**config.mk**
```make
export PLATFORM = sky130hd
export DESIGN_NAME = serial_eeprom_write_cache
export DESIGN_NICKNAME = d
export VERILOG_FILES = /design/src/eeprom_cache_pkg.sv /design/src/pin_sync.sv /design/src/serial_eeprom_write_cache.sv
export SDC_FILE = /design/constraint.sdc
export NUM_CORES = 1
export LEC_CHECK = 0
export BUFFER_PORTS_ARGS = -buffer_cell sky130_fd_sc_hd__buf_2
export CORE_ASPECT_RATIO = 1.5
export CORE_MARGIN = 1
export CORE_UTILIZATION = 60
export DETAILED_ROUTE_END_ITERATION = 12
export PLACE_DENSITY = 0.76
export SYNTH_ARGS = -nofsm -noshare
export SYNTH_HDL_FRONTEND = slang
export SYNTH_SLANG_ARGS = --single-unit
```
**constraint.sdc**
```tcl
create_clock -name mclk -period 40.3 [get_ports mclk]
set_clock_uncertainty 0.2 [all_clocks]
set_input_delay 6.045 -clock mclk [delete_from_list [all_inputs] [get_ports mclk]]
set_output_delay 6.045 -clock mclk [all_outputs]
set_load 0.005 [all_outputs]
```
**src/eeprom_cache_pkg.sv**
```systemverilog
// shared constants and types for the serial eeprom write cache
package eeprom_cache_pkg;

    // bus framing
    localparam int BYTE_BITS = 8;
    localparam logic [3:0] BIT_LAST = 4'h8;
    localparam logic [3:0] DEV_TYPE_DFLT = 4'ha;
    localparam logic RW_WRITE = 1'b0;
    localparam int CS_W = 3;

    // array and cache geometry
    localparam int ADDR_W = 13;
    localparam int ADDR_HI_W = ADDR_W - BYTE_BITS;
    localparam int CACHE_BYTES = 64;
    localparam int PAGE_BYTES = 8;
    localparam int PAGES = CACHE_BYTES / PAGE_BYTES;
    localparam int PTR_W = $clog2(CACHE_BYTES);
    localparam int POS_W = $clog2(PAGE_BYTES);
    localparam int PG_W = $clog2(PAGES);
    localparam int ROW_W = ADDR_W - POS_W;
    localparam logic [PG_W-1:0] PAGE_LAST = 3'h7;
    localparam logic [POS_W-1:0] POS_LAST = 3'h7;

    // self-timed page programming
    localparam int PAGE_WRITE_MS = 5;
    localparam int CLK_PERIOD_PS = 8000;
    localparam int unsigned PAGE_CYCLES_DFLT = (PAGE_WRITE_MS * 1000000) / (CLK_PERIOD_PS / 1000);
    localparam int TIMER_W = 32;

    // position of a received byte within a command
    typedef enum logic [1:0] {
        IDX_CTRL,
        IDX_ADDR_HI,
        IDX_ADDR_LO,
        IDX_DATA
    } byte_idx_t;

    typedef enum logic [2:0] {
        PH_IDLE,
        PH_RX,
        PH_ACK,
        PH_IGNORE,
        PH_PROG,
        PH_WAIT
    } phase_t;

    // synchronised pin levels
    typedef struct packed {
        logic scl;
        logic sda;
        logic [CS_W-1:0] cs;
    } pins_t;

    // array programming port
    typedef struct packed {
        logic we;
        logic [ADDR_W-1:0] addr;
        logic [BYTE_BITS-1:0] data;
    } arr_wr_t;

    // complete state of the cache controller
    typedef struct packed {
        phase_t ph;
        logic scl_q;
        logic sda_q;
        logic [BYTE_BITS-1:0] shreg;
        logic [3:0] bitcnt;
        byte_idx_t idx;
        logic rd;
        logic sda_drive;
        logic [ADDR_W-1:0] base_addr;
        logic [ADDR_W-1:0] addr_ptr;
        logic [PTR_W-1:0] wptr;
        logic [CACHE_BYTES-1:0][BYTE_BITS-1:0] cache;
        logic [CACHE_BYTES-1:0] valid;
        logic [PG_W-1:0] page;
        logic [POS_W-1:0] pos;
        logic [TIMER_W-1:0] timer;
        arr_wr_t arr;
    } ctl_t;

endpackage

```
**src/pin_sync.sv**
```systemverilog
// two-flop synchroniser for the bus and strap pins
`timescale 1ns/100ps
module pin_sync
    import eeprom_cache_pkg::*;
(
    // clock and reset
    input wire logic mclk,
    input wire logic rst_n,
    // asynchronous pins in, clean levels out
    input wire pins_t pins_in,
    output pins_t pins_out
);
    typedef struct packed {
        pins_t meta;
        pins_t stable;
    } sync_t;

    // idle bus is high on both lines
    localparam sync_t SYNC_RST = '{meta: '{scl: 1'b1, sda: 1'b1, cs: '0},
                                   stable: '{scl: 1'b1, sda: 1'b1, cs: '0}};

    sync_t s_r;
    sync_t s_nxt;

    always_comb begin
        s_nxt.meta = pins_in;
        s_nxt.stable = s_r.meta;
    end

    always_ff @(posedge mclk or negedge rst_n) begin
        if (!rst_n) begin
            s_r <= SYNC_RST;
        end else begin
            s_r <= s_nxt;
        end
    end

    assign pins_out = s_r.stable;
endmodule // pin_sync

```
**src/serial_eeprom_write_cache.sv**
```systemverilog
// two-wire eeprom slave: write cache, page programming and ack polling
`timescale 1ns/100ps
module serial_eeprom_write_cache
    import eeprom_cache_pkg::*;
#(
    parameter int unsigned PAGE_CYCLES = PAGE_CYCLES_DFLT,
    parameter logic [3:0] DEV_TYPE = DEV_TYPE_DFLT  // arbitrary device type code
)(
    // clock and reset
    input wire logic mclk,
    input wire logic nrst,
    // two-wire bus
    input wire logic scl_in,
    input wire logic sda_in,
    output logic sda_out,
    output logic sda_oe_n,
    // strap pins
    input wire logic [CS_W-1:0] chip_select_pins,
    // array programming port
    output logic arr_we,
    output logic [ADDR_W-1:0] arr_addr,
    output logic [BYTE_BITS-1:0] arr_wdata,
    // status
    output logic busy,
    output logic standby
);
    localparam ctl_t CTL_RST = '{ph: PH_IDLE, scl_q: 1'b1, sda_q: 1'b1, idx: IDX_CTRL,
                                 default: '0};

    // array address of a cache slot: page 0 maps to the start page
    function automatic logic [ADDR_W-1:0] arr_of(input logic [ADDR_W-1:0] base,
                                                 input logic [PG_W-1:0] pg,
                                                 input logic [POS_W-1:0] pos);
        logic [ROW_W-1:0] row;
        row = base[ADDR_W-1:POS_W] + ROW_W'(pg);
        return {row, pos};
    endfunction

    function automatic logic page_loaded(input logic [CACHE_BYTES-1:0] v,
                                         input logic [PG_W-1:0] pg);
        return |v[pg*PAGE_BYTES +: PAGE_BYTES];
    endfunction

    logic rst_meta_n;
    logic rst_n;
    pins_t pins_raw;
    pins_t pins;
    ctl_t s_r;
    ctl_t s_nxt;

    always_ff @(posedge mclk or negedge nrst) begin
        if (!nrst) begin
            rst_meta_n <= 1'b0;
            rst_n <= 1'b0;
        end else begin
            rst_meta_n <= 1'b1;
            rst_n <= rst_meta_n;
        end
    end

    assign pins_raw = '{scl: scl_in, sda: sda_in, cs: chip_select_pins};

    pin_sync u_sync (
        .mclk(mclk),
        .rst_n(rst_n),
        .pins_in(pins_raw),
        .pins_out(pins)
    );

    always_comb begin
        logic scl_rise;
        logic scl_fall;
        logic start_c;
        logic stop_c;
        logic [PTR_W-1:0] slot;
        scl_rise = pins.scl & ~s_r.scl_q;
        scl_fall = ~pins.scl & s_r.scl_q;
        start_c = s_r.scl_q & pins.scl & s_r.sda_q & ~pins.sda;
        stop_c = s_r.scl_q & pins.scl & ~s_r.sda_q & pins.sda;
        slot = {s_r.page, s_r.pos};

        s_nxt = s_r;
        s_nxt.scl_q = pins.scl;
        s_nxt.sda_q = pins.sda;
        s_nxt.arr.we = 1'b0;

        case (s_r.ph)
            // self-timed programming: start and stop are not decoded, only the edge history follows the bus
            PH_PROG: begin
                s_nxt.sda_drive = 1'b0;
                if (s_r.valid[slot]) begin
                    s_nxt.arr.we = 1'b1;
                    s_nxt.arr.addr = arr_of(s_r.base_addr, s_r.page, s_r.pos);
                    s_nxt.arr.data = s_r.cache[slot];
                end
                s_nxt.pos = s_r.pos + POS_W'(1);
                if (s_r.pos == POS_LAST) begin
                    s_nxt.ph = PH_WAIT;
                    s_nxt.timer = '0;
                end
            end
            PH_WAIT: begin
                s_nxt.sda_drive = 1'b0;
                s_nxt.timer = s_r.timer + TIMER_W'(1);
                // a partial page still takes the full page time
                if (s_r.timer == TIMER_W'(PAGE_CYCLES - 1)) begin
                    if (s_r.page == PAGE_LAST ||
                        !page_loaded(s_r.valid, s_r.page + PG_W'(1))) begin
                        s_nxt.ph = PH_IDLE;
                        s_nxt.valid = '0;
                    end else begin
                        s_nxt.page = s_r.page + PG_W'(1);
                        s_nxt.pos = '0;
                        s_nxt.ph = PH_PROG;
                    end
                end
            end
            default: begin
                if (start_c) begin
                    // repeated start drops an unfinished cache load
                    s_nxt.ph = PH_RX;
                    s_nxt.bitcnt = '0;
                    s_nxt.idx = IDX_CTRL;
                    s_nxt.rd = 1'b0;
                    s_nxt.sda_drive = 1'b0;
                    s_nxt.valid = '0;
                end else if (stop_c) begin
                    s_nxt.sda_drive = 1'b0;
                    if (s_r.ph != PH_IDLE && s_r.idx == IDX_DATA && !s_r.rd && |s_r.valid) begin
                        s_nxt.ph = PH_PROG;
                        s_nxt.page = '0;
                        s_nxt.pos = '0;
                    end else begin
                        s_nxt.ph = PH_IDLE;
                    end
                end else begin
                    case (s_r.ph)
                        PH_RX: begin
                            if (scl_rise) begin
                                s_nxt.shreg = {s_r.shreg[BYTE_BITS-2:0], pins.sda};
                                s_nxt.bitcnt = s_r.bitcnt + 4'h1;
                            end
                            if (scl_fall && s_r.bitcnt == BIT_LAST) begin
                                // ack is driven only after the clock has gone low
                                s_nxt.ph = PH_ACK;
                                s_nxt.sda_drive = 1'b1;
                                case (s_r.idx)
                                    IDX_CTRL: begin
                                        if (s_r.shreg[7:4] != DEV_TYPE ||
                                            s_r.shreg[3:1] != pins.cs) begin
                                            s_nxt.ph = PH_IGNORE;
                                            s_nxt.sda_drive = 1'b0;
                                        end
                                        s_nxt.rd = (s_r.shreg[0] != RW_WRITE);
                                        s_nxt.idx = IDX_ADDR_HI;
                                    end
                                    IDX_ADDR_HI: begin
                                        s_nxt.base_addr[ADDR_W-1:BYTE_BITS] =
                                            s_r.shreg[ADDR_HI_W-1:0];
                                        s_nxt.idx = IDX_ADDR_LO;
                                    end
                                    IDX_ADDR_LO: begin
                                        s_nxt.base_addr[BYTE_BITS-1:0] = s_r.shreg;
                                        s_nxt.addr_ptr = {s_r.base_addr[ADDR_W-1:BYTE_BITS],
                                                          s_r.shreg};
                                        s_nxt.wptr = {{(PTR_W-POS_W){1'b0}},
                                                      s_r.shreg[POS_W-1:0]};
                                        s_nxt.valid = '0;
                                        s_nxt.idx = IDX_DATA;
                                    end
                                    default: begin
                                        s_nxt.cache[s_r.wptr] = s_r.shreg;
                                        s_nxt.valid[s_r.wptr] = 1'b1;
                                        // six-bit pointer wraps into page 0 by itself
                                        s_nxt.wptr = s_r.wptr + PTR_W'(1);
                                        s_nxt.addr_ptr = s_r.addr_ptr + ADDR_W'(1);
                                    end
                                endcase
                            end
                        end
                        PH_ACK: begin
                            if (scl_fall) begin
                                s_nxt.sda_drive = 1'b0;
                                s_nxt.bitcnt = '0;
                                // read transfers are not served: stay off the bus
                                s_nxt.ph = s_r.rd ? PH_IGNORE : PH_RX;
                            end
                        end
                        PH_IGNORE: begin
                            s_nxt.sda_drive = 1'b0;
                        end
                        default: begin
                            s_nxt.sda_drive = 1'b0;
                        end
                    endcase
                end
            end
        endcase
    end

    always_ff @(posedge mclk or negedge rst_n) begin
        if (!rst_n) begin
            s_r <= CTL_RST;
        end else begin
            s_r <= s_nxt;
        end
    end

    // open drain: the pad only ever pulls low
    assign sda_out = 1'b0;
    assign sda_oe_n = ~s_r.sda_drive;
    assign arr_we = s_r.arr.we;
    assign arr_addr = s_r.arr.addr;
    assign arr_wdata = s_r.arr.data;
    assign busy = (s_r.ph == PH_PROG) || (s_r.ph == PH_WAIT);
    assign standby = (s_r.ph == PH_IDLE);
endmodule // serial_eeprom_write_cache

```
* After elaboration in Yosys (flattened, before gate mapping) *
Cells that the tools add are included.
W data, S select, Z words.

word-level totals
  output and inout bits = 26
  flip-flop bits (word level) = 701
  logic and storage cells = 251
  latch bits = 0
  bits in read-only memories = 0
  RAM bits = 0
  input bits = 7
  memories kept = 0

operators by class
  div/mod/pow operators = 0
  multiplexer cells = 56
  bitwise logic cells = 19
  eq/ne operators = 28
  reductions and logical operators = 46
  $lt $le $gt $ge = 3
  add/subtract/negate cells = 7
  shift-type cells = 1
  multipliers = 0

operator list
  operator                 number
  $mux W612                1
  $bwmux W512              1
  $mux W512                1
  $mux W64                 4
  $pmux W67 S2             1
  $pmux W64 S2             1
  $mux W70                 1
  $or A64 B64 Y64          1
  $pmux W32 S2             1
  $reduce_or A64 Y1        1
  $shiftx A64 B7 Y8        1
  $bmux W8 S6              1
  $demux W8 S6             1
  $mux W22                 2
  $pmux W19 S2             1
  $add A32 B1 Y32 const B  1
  $eq A32 B20 Y1 const B   1
  $mux W32                 1
  $mux W8                  4
  $mux W3                  10
  $reduce_and A5 Y1        6
  $reduce_and A6 Y1        5
  $mux W6                  4
  $pmux W3 S2              3
  other kinds (49)         106

* Depth between registers and ports, before layout *
Gate-level depths: netlist of run 1.

  depth in word-level cells = 11
  depth in mapped cells = 11
  gate-level depth less buffers = 9

* Hierarchy *
Synthesis of run 1 repeated with hierarchy kept, for this count alone.

second synthesis, totals
  cells, all modules = 2318
  area total of the unflattened synthesis = 32160.8 um^2

by module, submodules not included
  module                     instances  area an instance (um^2)  cells an instance  seq. area each (um^2)
  serial_eeprom_write_cache  1          31905.6                  2308               16893.7
  pin_sync                   1          255.2                    10                 255.2

* Least setup slack after synthesis of run 1 *
No wires, ideal clock.

  kind = register -> output
  from = reg s_r[688] (netlist bit)
  to = out standby
  stages on the path, launching flop included = 3
  data required time = 34055 ps
  buffers on the path = 1
  path slack = 33230 ps
  data arrival time = 825 ps
  cell sequence = dfrtp_1 -> buf_2 -> nor3_1

on the way
  cells in the longest elaborated chain, start to end = 1

ends and longest elaborated chain
  item                      line                              source
  start: declaration        serial_eeprom_write_cache.sv:48   ctl_t s_r;
  start signal: assignment  serial_eeprom_write_cache.sv:205  s_r <= s_nxt;
  $logic_not A3 Y1          serial_eeprom_write_cache.sv:216  assign standby = (s_r.ph == PH_IDLE);
  end: declaration          serial_eeprom_write_cache.sv:25   output logic standby

Every way passes these cells.

* Worst setup path after layout of run 1 *
  from = reg s_r[688] (netlist bit)
  to = out busy

on the way
  cells in the longest elaborated chain, start to end = 2
  elaborated cells between the ends (all ways) = 3
  classes of those cells = 2 x eq/ne; 1 x reduce/logical

ends and longest elaborated chain
  item                    line                              source
  $eq A3 B3 Y1            serial_eeprom_write_cache.sv:215  assign busy = (s_r.ph == PH_PROG) || (s_r.ph == PH_WAIT);
  $logic_or A1 B1 Y1 (*)  serial_eeprom_write_cache.sv:215
  end: declaration        serial_eeprom_write_cache.sv:24   output logic busy,

Mark *: on every way between the ends. The rest lies on a longest branch, timed or not.

==> reports/qor.yml, run 1 <==
cts_hold_buf: 0
synth_top_cell_area_share_pct: 52.3
hpwl_um: 47300
powerDensity_nw_per_um2: 41.5
start_kind: "flip-flop"
slowest_delay_ps: 600
cap_violations: 0
arrival_ps: 1670
grt_usage_pct: 28.8
required_ps: 34060
syn_area_sq_um: 32500
io_pins: 33
die_w_um: 192
ys_seq_area_share_pct: 52.8
final.period_utilization_pct: 19.6
grt_pass1_vias: 21100
ir_drop_v: 0.0000712
finalCriticalPeriod_ps: 7910
path_cells: "nand2b_1, inv_2, buf_2"
post_cts_buffers: 0
crit_cells: 3
leakage_nw: 16.6
drtAntennaViolNets: 0
ys_types: 81
slew_viol_final: 0
wl_per_cell_um: 25.1
ff2ff_path_depth: 4
layout-drive-gt1-share_pct: 40.2
dieArea_sq_um: 55100
hold_viol: 0
cts.htree.levels: 3
hold_path_depth: 0
synth_ff_type: "dfrtp_1"
hold_path.class: "reg2reg"
cts-resized-gates: 0
clk_latency_ps: 610
worst_slew_pin_slew_ps: 1270
syn_inst: 2344
worstSetupEndpointType: "primary output"
clock_sinks: 685
dieHeight_um: 287
grt_antenna_before_repair: 0
netlist_top_cells_area: "dfrtp_1 (52%), mux2_2 (18%), mux4_2 (9.4%)"
synth_nets: 2367
vias_per_cell: 6.56
setup_viol: 0
place.gp.congestion: 0.834
relSlewSlack_pct: 15.1
yosysWarnings: 0
post-place-ws_ps: 33030
async_flop_share_pct: 100
fp.coreArea_sq_um: 53600
grt_max_degree: 103
grt_pass1_wl_um: 120000
cts_tree: "done"
synth_seq_cells: 685
first_iter_violations: 1508
layout.nets: 2305
crit_buf_inv: 2
synth-edff-count: 0
clkTransAtPathRegs_ps: 60
numCtsBuffers: 66
power.total_mw: 1.45
cts_root_buf: "clkbuf_16"
crit_family: "flip-flops"
row_count: 104
start_util_pct: 60.6
vias: 19800
cp_slowest_cell: "dfrtp_1"
syn_avg_cell_area_sq_um: 13.8
drtPass1Iterations: 6
final_util_pct: 65.3
max_freq_ghz: 0.126
worst_slack_ps: 32390
drc: 0
critPathKind: "reg2out"
finalSetupTns_ps: 0
synth_top_area_cell: "dfrtp_1"
cp_max_fo: 14
synth_most_common_cell: "dfrtp_1"
antenna_cells: 0
outcome: "finished, final reports clean"
syn_to_final_growth_pct: 7.83
finalWirelength_um: 75800
yosys-top-cells-count: "dfrtp_1 (679), mux2_2 (515), mux4_2 (136), nor2_1 (122), clkbuf_1 (108)"
clock_path_buffers: 3
grt_overflow: 0
rsz0062_at_grt: "no"
io_buffers: 31
cell type report:
class | count | area, sq um
inverter | 18 | 67.6
timing repair buffer | 62 | 398
tap | 689 | 862
clock inverter | 19 | 235
clock buffer | 95 | 1980
sequential | 685 | 17200
fill | 3800 | 18600
multi-input combinational | 1449 | 14300
power by group:
part	internal [mW]	leakage [nW]	total [mW]	switching [mW]
Combinational	0.0200	6.05	0.116	0.0958
Sequential	0.695	9.50	0.703	0.00777
Clock	0.373	1.08	0.635	0.262
layout by cell type, fill, tap and decap left out, types with 16 or more instances in the layout:
cell,count
a221oi_1,17
mux2_4,26
o21ai_0,28
mux2_2,515
xor2_1,16
nand2_1,79
inv_1,17
nor4_1,23
a21oi_1,86
clkbuf_16,71
dfrtp_1,668
nor2_1,120
a22oi_1,40
nor2_2,28
nand3_1,23
buf_2,31
nor3_1,73
nand3_2,18
a22o_1,19
buf_4,29
mux4_2,136
xnor2_1,19
metal layers:
metal / vias up / GRT usage [%] / share of wire, %
met4: 0 / 15.5 / 5.2
li1: 8491 / - / -
met1: 10400 / 35.7 / 38
met2: 691 / 48.3 / 51
met5: - / 0 / 0
met3: 218 / 4.59 / 5.5
cell families after synthesis:
group           count (synthesis)  synth area share [%]
buf+inv                       210                  3.22
compound gates                225                  4.64
flops                         685                  52.8
mux                           700                  29.6
other cells                     2                0.0231
xor+xnor                       35                 0.944
fa+ha+maj                      16                 0.640
simple gates                  471                  8.07
final timing paths:
path                                      startpoint                         end  slack (ps)
min in group asynchronous            rst_n$_DFF_PN0_  asynchronous set/reset pin         250
max in group asynchronous                       nrst             rst_n$_DFF_PN0_       34790
worst min register to register  rst_meta_n$_DFF_PN0_             rst_n$_DFF_PN0_         150
worst min-delay path            rst_meta_n$_DFF_PN0_             rst_n$_DFF_PN0_         150
worst max register to register       rst_n$_DFF_PN0_  asynchronous set/reset pin       35430
worst max-delay path            s_r[688]$_DFFE_PN0P_                        busy       32390
through the flow:
stage | instance area [sq um] | cells | hold slack [ps]
after global routing | 35000 | 3017 | 152
after detailed placement | 32800 | 2902 | 135
after CTS | 35000 | 3016 | 149
after global placement | 32800 | 2902 | 141
after floorplan | 32500 | 2344 | 131
final | 35000 | 3017 | 148
Power figures use the tool's default switching activity.
==> run 2: changes to the inputs <==
- CORE_UTILIZATION: 60 -> 57
- clock period: 40.3 -> 7.05 ns (I/O delays scaled with it)
==> run 2 against run 1 <==
Against the previous run:
- combinational power rose to 5.7 times the previous value
- global-route usage down 0.79 points
- clock-buffer cell count up 12
- worst setup slack worse by 30000 ps
- total power rose to 5.8 times the previous value
- via count up 0.35%
- non-clock buffer count up 3
- critical path depth up 4
- sequential share of layout area down 0.32 points
- wire length up 3.6%
- hold slack better by 3.7 ps
==> reports/qor.yml, run 2 (synthesis gave the netlist of run 1 again) <==
io_buffers: 31  # unchanged
ir_drop_v: 0.000149  # was 0.0000712 V
finalSetupTns_ps: 0  # unchanged
grt_overflow: 0  # unchanged
rsz0062_at_grt: "no"  # unchanged
final.period_utilization_pct: 62.6
sequentialPowerShare_pct: 47.6  # was 48.3%
die_w_um: 197  # was 192 um
wl_per_cell_um: 25.4  # was 25.1 um
required_ps: 7280  # was 34060 ps
cp_max_fo: 67  # was 14
syn_to_final_growth_pct: 8.54  # was 7.83%
finalCriticalPeriod_ps: 4410
gr-usage-met3_pct: 4.58  # was 4.59%
post_cts_buffers: 0  # unchanged
combPwrFrac_pct: 7.9  # was 8.0%
grt_max_degree: 191  # was 103
mostFrequentLayoutCells: "dfrtp_1 (668), mux2_2 (515), mux4_2 (136)"  # unchanged
grt_antenna_before_repair: 1  # was 0
cap_violations: 0  # unchanged
cts_tree: "done"  # unchanged
power.switching_mw: 2.10  # was 0.366 mW
crit_family: "simple AND/OR/NAND/NOR gates"  # was flip-flops
worst_hold_slack_ps: 151  # was 148 ps
vias: 19900  # was 19800
cts.htree.levels: 3  # unchanged
dpl_cell_area_sq_um: 32900  # was 32800 sq um
cts_hold_buf: 1  # was 0
hold_path.class: "reg2reg"  # unchanged
dieHeight_um: 294  # was 287 um
cts_root_buf: "clkbuf_16"  # unchanged
grt_pass1_wl_um: 123000  # was 120000 um
layout-drive-gt1-share_pct: 40.3  # was 40.2%
arrival_ps: 4650  # was 1670 ps
swShare_pct: 25.0  # was 25.2%
drtAntennaViolNets: 0  # unchanged
setup_viol: 0  # unchanged
clock_path_buffers: 3  # unchanged
finalWirelength_um: 78500  # was 75800 um
start_util_pct: 58.0  # was 60.6%
relSlewSlack_pct: 12.8  # was 15.1%
groute.layer.met2.usage_pct: 47.9  # was 48.3%
multi_input_area_sq_um: 14300  # about the same
layout.nets: 2309  # was 2305
grt.busiest_layer: "met2"  # unchanged
first_iter_violations: 1506  # was 1508
clkPwrFrac_pct: 44.5  # was 43.7%
vias_per_cell: 6.42  # was 6.56
clk_latency_ps: 610  # about the same
hold_viol: 0  # unchanged
worst_slack_ps: 2640  # was 32390 ps
clkTransAtPathRegs_ps: 60  # about the same
fp.coreArea_sq_um: 56000  # was 53600 sq um
crit_buf_inv: 0  # was 2
fillers: 4107  # was 3800
critPathKind: "reg2reg"  # was reg2out
max_freq_ghz: 0.227
final_common_cell: "dfrtp_1"  # unchanged
worst_slew_pin_slew_ps: 1290  # was 1270 ps
grt_pass1_vias: 21200  # was 21100
slew_viol_final: 0  # unchanged
use_met1_pct: 33.0  # was 35.7%
seqCellArea_sq_um: 17200  # unchanged
leakage_nw: 16.7  # was 16.6 nW
path_cells: "nor4_1, nand4_1, o41ai_4, nand2_2, a31oi_1, and2_2, nor2_1"  # was nand2b_1, inv_2, buf_2
internal-power_mw: 6.32  # was 1.09 mW
clock_sinks: 685  # unchanged
grt_usage_pct: 28.0  # was 28.8%
place.gp.congestion: 0.865  # was 0.834
cp_slowest_cell: "and2_2"  # was dfrtp_1
fin_area_sq_um: 35200  # was 35000 sq um
outcome: "finished, final reports clean"  # unchanged
power.total_mw: 8.42  # was 1.45 mW
post-place-ws_ps: 2740  # was 33030 ps
drtPass1Iterations: 5  # was 6
dieArea_sq_um: 57900  # was 55100 sq um
antenna_cells: 0  # unchanged
worstSetupEndpointType: "flip-flop"  # was primary output
io_pins: 33  # unchanged
drc: 0  # unchanged
hpwl_um: 49700  # was 47300 um
start_kind: "flip-flop"  # unchanged
cts-resized-gates: 0  # unchanged
slowest_delay_ps: 990  # was 600 ps
row_count: 106  # was 104
numCtsBuffers: 67  # was 66
powerDensity_nw_per_um2: 239  # was 41.5 nW/um^2
[run 2: cell type report]
type	count	area share [%]
timing repair buffer	65	1.24
clock inverter	13	0.497
multi-input combinational	1449	40.6
tap	756	2.68
clock buffer	107	6.09
sequential	685	48.7
inverter	18	0.192
[run 2: path summary, 6_finish.rpt]
path                                       from                         end  slack (ps)  cells after the start
setup / recovery            s_r[47]$_DFFE_PN0P_        s_r[114]$_DFFE_PN0P_        2640                      7
hold / removal             rst_meta_n$_DFF_PN0_             rst_n$_DFF_PN0_         150                      0
setup reg to reg            s_r[47]$_DFFE_PN0P_        s_r[114]$_DFFE_PN0P_        2640                      7
hold reg to reg            rst_meta_n$_DFF_PN0_             rst_n$_DFF_PN0_         150                      0
max in group asynchronous       rst_n$_DFF_PN0_         s_r[35]$_DFFE_PN0P_        4470                      2
min in group asynchronous       rst_n$_DFF_PN0_  asynchronous set/reset pin         210                      0
[run 2: power groups by stage]
stage,Sequential (mW),Combinational [mW],Clock [mW]
2_1_floorplan,4.13,0.379,0
3_3_place_gp,4.08,0.643,0
3_5_place_dp,4.09,0.666,0
4_1_cts,4.01,0.667,3.81
6_report,4.01,0.665,3.75
5_1_grt,4.02,0.726,3.96
[run 2: per-layer routing]
metal	up-vias	share of wire, %
li1	8503	-
met1	10400	37
met2	699	51
met3	232	5.7
met4	0	6.4
met5	-	0
[run 2: through the flow]
stage	instances	util, %
3_5_place_dp	2972	58.8
4_1_cts	3093	63.0
3_3_place_gp	2972	58.8
6_report	3093	63.0
5_1_grt	3093	63.0
2_1_floorplan	2344	-
==> run 3: changes to the inputs <==
- clock period: 7.05 -> 3.82 ns (I/O delays scaled with it)
==> run 3 against run 2 <==
Against the previous run:
- the flow now finishes with violations (negative hold slack)
- combinational power grew 76%
- final cell count up 0.91%
- non-clock buffer count is 25 higher
- global-route usage fell by 0.14 points
- largest power group unchanged
- wire length is 1.5% lower
- die area unchanged
- fmax up 27%
==> reports/qor.yml, run 3 (synthesis gave the netlist of run 1 again) <==
grt_max_degree: 170  # was 191
mostFrequentLayoutCells: "dfrtp_1 (668), mux2_2 (515), mux4_2 (136)"  # unchanged
hold_viol: 9  # was 0
crit_family: "simple AND/OR/NAND/NOR gates"  # unchanged
finalWirelength_um: 77300  # was 78500 um
clk_latency_ps: 610  # about the same
clkTransAtPathRegs_ps: 60  # about the same
start_kind: "flip-flop"  # unchanged
max_freq_ghz: 0.288  # was 0.227 GHz
dieArea_sq_um: 57900  # unchanged
ir_drop_v: 0.000298  # was 0.000149 V
dpl_cell_area_sq_um: 33200  # was 32900 sq um
slew_viol_final: 0  # unchanged
rsz0062_at_grt: "no"  # unchanged
row_count: 106  # unchanged
cp_slowest_cell: "and2_2"  # unchanged
finalCriticalPeriod_ps: 3480  # was 4410 ps
drc: 0  # unchanged
hpwl_um: 49900  # was 49700 um
numCtsBuffers: 66  # was 67
cts_root_buf: "clkbuf_16"  # unchanged
arrival_ps: 3680  # was 4650 ps
path_cells: "nor4b_1, nand4_1, o41ai_4, nand2_2, a31oi_1, and2_2, nor2_1"  # was nor4_1, nand4_1, o41ai_4, nand2_2, a31oi_1, and2_2, nor2_1
worst_hold_slack_ps: -3.90  # was 151 ps
powerDensity_nw_per_um2: 438  # was 239 nW/um^2
outcome: "complete, but fails checks"  # was finished, final reports clean
grt_pass1_vias: 21400  # was 21200
first_iter_violations: 1702  # was 1506
leakage_nw: 16.9  # was 16.7 nW
io_buffers: 31  # unchanged
dieHeight_um: 294  # unchanged
setup_viol: 0  # unchanged
wl_per_cell_um: 24.8  # was 25.4 um
drtAntennaViolNets: 0  # unchanged
fp.coreArea_sq_um: 56000  # unchanged
fillers: 4029  # was 4107
slowest_delay_ps: 970  # was 990 ps
layout.nets: 2333  # was 2309
cts_hold_buf: 6  # was 1
cts-resized-gates: 0  # unchanged
clock_path_buffers: 3  # unchanged
cap_violations: 0  # unchanged
drtPass1Iterations: 5  # unchanged
grt_usage_pct: 27.8  # was 28.0%
dpl.cell_count: 2992  # was 2972
post_cts_buffers: 0  # unchanged
syn_to_final_growth_pct: 9.52  # was 8.54%
grt_pass1_wl_um: 124000  # was 123000 um
layout-drive-gt1-share_pct: 40.8  # was 40.3%
final_common_cell: "dfrtp_1"  # unchanged
start_util_pct: 58.0  # unchanged
hold_path.class: "reg2async"  # was reg2reg
clock_sinks: 685  # unchanged
required_ps: 4020  # was 7280 ps
final.period_utilization_pct: 91.0  # was 62.6%
crit_buf_inv: 0  # unchanged
vias_per_cell: 6.37  # was 6.42
worst_slew_pin_slew_ps: 1300  # was 1290 ps
cts_tree: "done"  # unchanged
violations: "negative hold slack"
grt_overflow: 0  # unchanged
cts.htree.levels: 3  # unchanged
critPathKind: "reg2reg"  # unchanged
place.gp.congestion: 0.862  # was 0.865
layout.cells.non_filler: 3121  # was 3093
worstSetupEndpointType: "flip-flop"  # unchanged
grt_antenna_before_repair: 0  # was 1
io_pins: 33  # unchanged
fin_area_sq_um: 35600  # was 35200 sq um
die_w_um: 197  # unchanged
relSlewSlack_pct: 13.3  # was 12.8%
cp_max_fo: 64  # was 67
vias: 19900  # about the same
run 3: cell count changes in the layout (fill, tap and decap cells not counted), sizes merged:
cell,delta
diode,+1
clkinv,+7
bufinv,+3
dlygate4sd3,+5
buf,+20
clkinvlp,-1
clkbuf,-8
inv,+1
run 3: power breakdown:
part           internal, mW  leakage [nW]  switching, mW
sequential             7.33          9.50          0.144
clock                  4.09          1.14           2.83
combinational         0.224          6.23          0.948
total                  11.6          16.9           3.92
run 3: path summary, 6_finish.rpt:
check / from / end / slack [ps] / cells after the start
setup reg to reg: s_r[43]$_DFFE_PN0P_ / s_r[116]$_DFFE_PN0P_ / 340 / 7
setup / recovery: s_r[43]$_DFFE_PN0P_ / s_r[116]$_DFFE_PN0P_ / 340 / 7
max in group asynchronous: rst_n$_DFF_PN0_ / asynchronous set/reset pin / 2120 / 2
hold reg to reg: rst_n$_DFF_PN0_ / asynchronous set/reset pin / -4 / 0
hold / removal: rst_n$_DFF_PN0_ / asynchronous set/reset pin / -4 / 0
min in group mclk: u_sync.s_nxt[0]$_DFF_PN0_ / u_sync.pins_out[0]$_DFF_PN0_ / 140 / 0
run 3: layout make-up:
cell class	count	area (sq um)	area share (%)
antenna	1	2.50	0.00704
timing repair buffer	90	763	2.15
sequential	685	17200	48.3
inverter	18	67.6	0.190
clock buffer	99	1980	5.56
multi-input combinational	1449	14300	40.2
clock inverter	23	332	0.933
tap	756	946	2.66
run 3: through the flow:
step / util, % / setup TNS (ps) / power (mW) / setup slack [ps]
4_1_cts: 63.5 / 0 / 15.7 / 330
2_1_floorplan: - / -2037400 / 8.32 / -3000
6_report: 63.5 / 0 / 15.6 / 342
5_1_grt: 63.5 / 0 / 16.1 / 178
3_5_place_dp: 59.3 / 0 / 8.77 / 371
3_3_place_gp: 59.3 / 0 / 8.70 / 476
run 3: per-layer routing:
layer	GRT usage [%]	up-vias	wire [um]
met1	34.1	10500	29500
li1	-	8550	-
met2	47.9	662	40000
met5	0	-	0
met3	3.96	184	3800
met4	14.4	0	4060
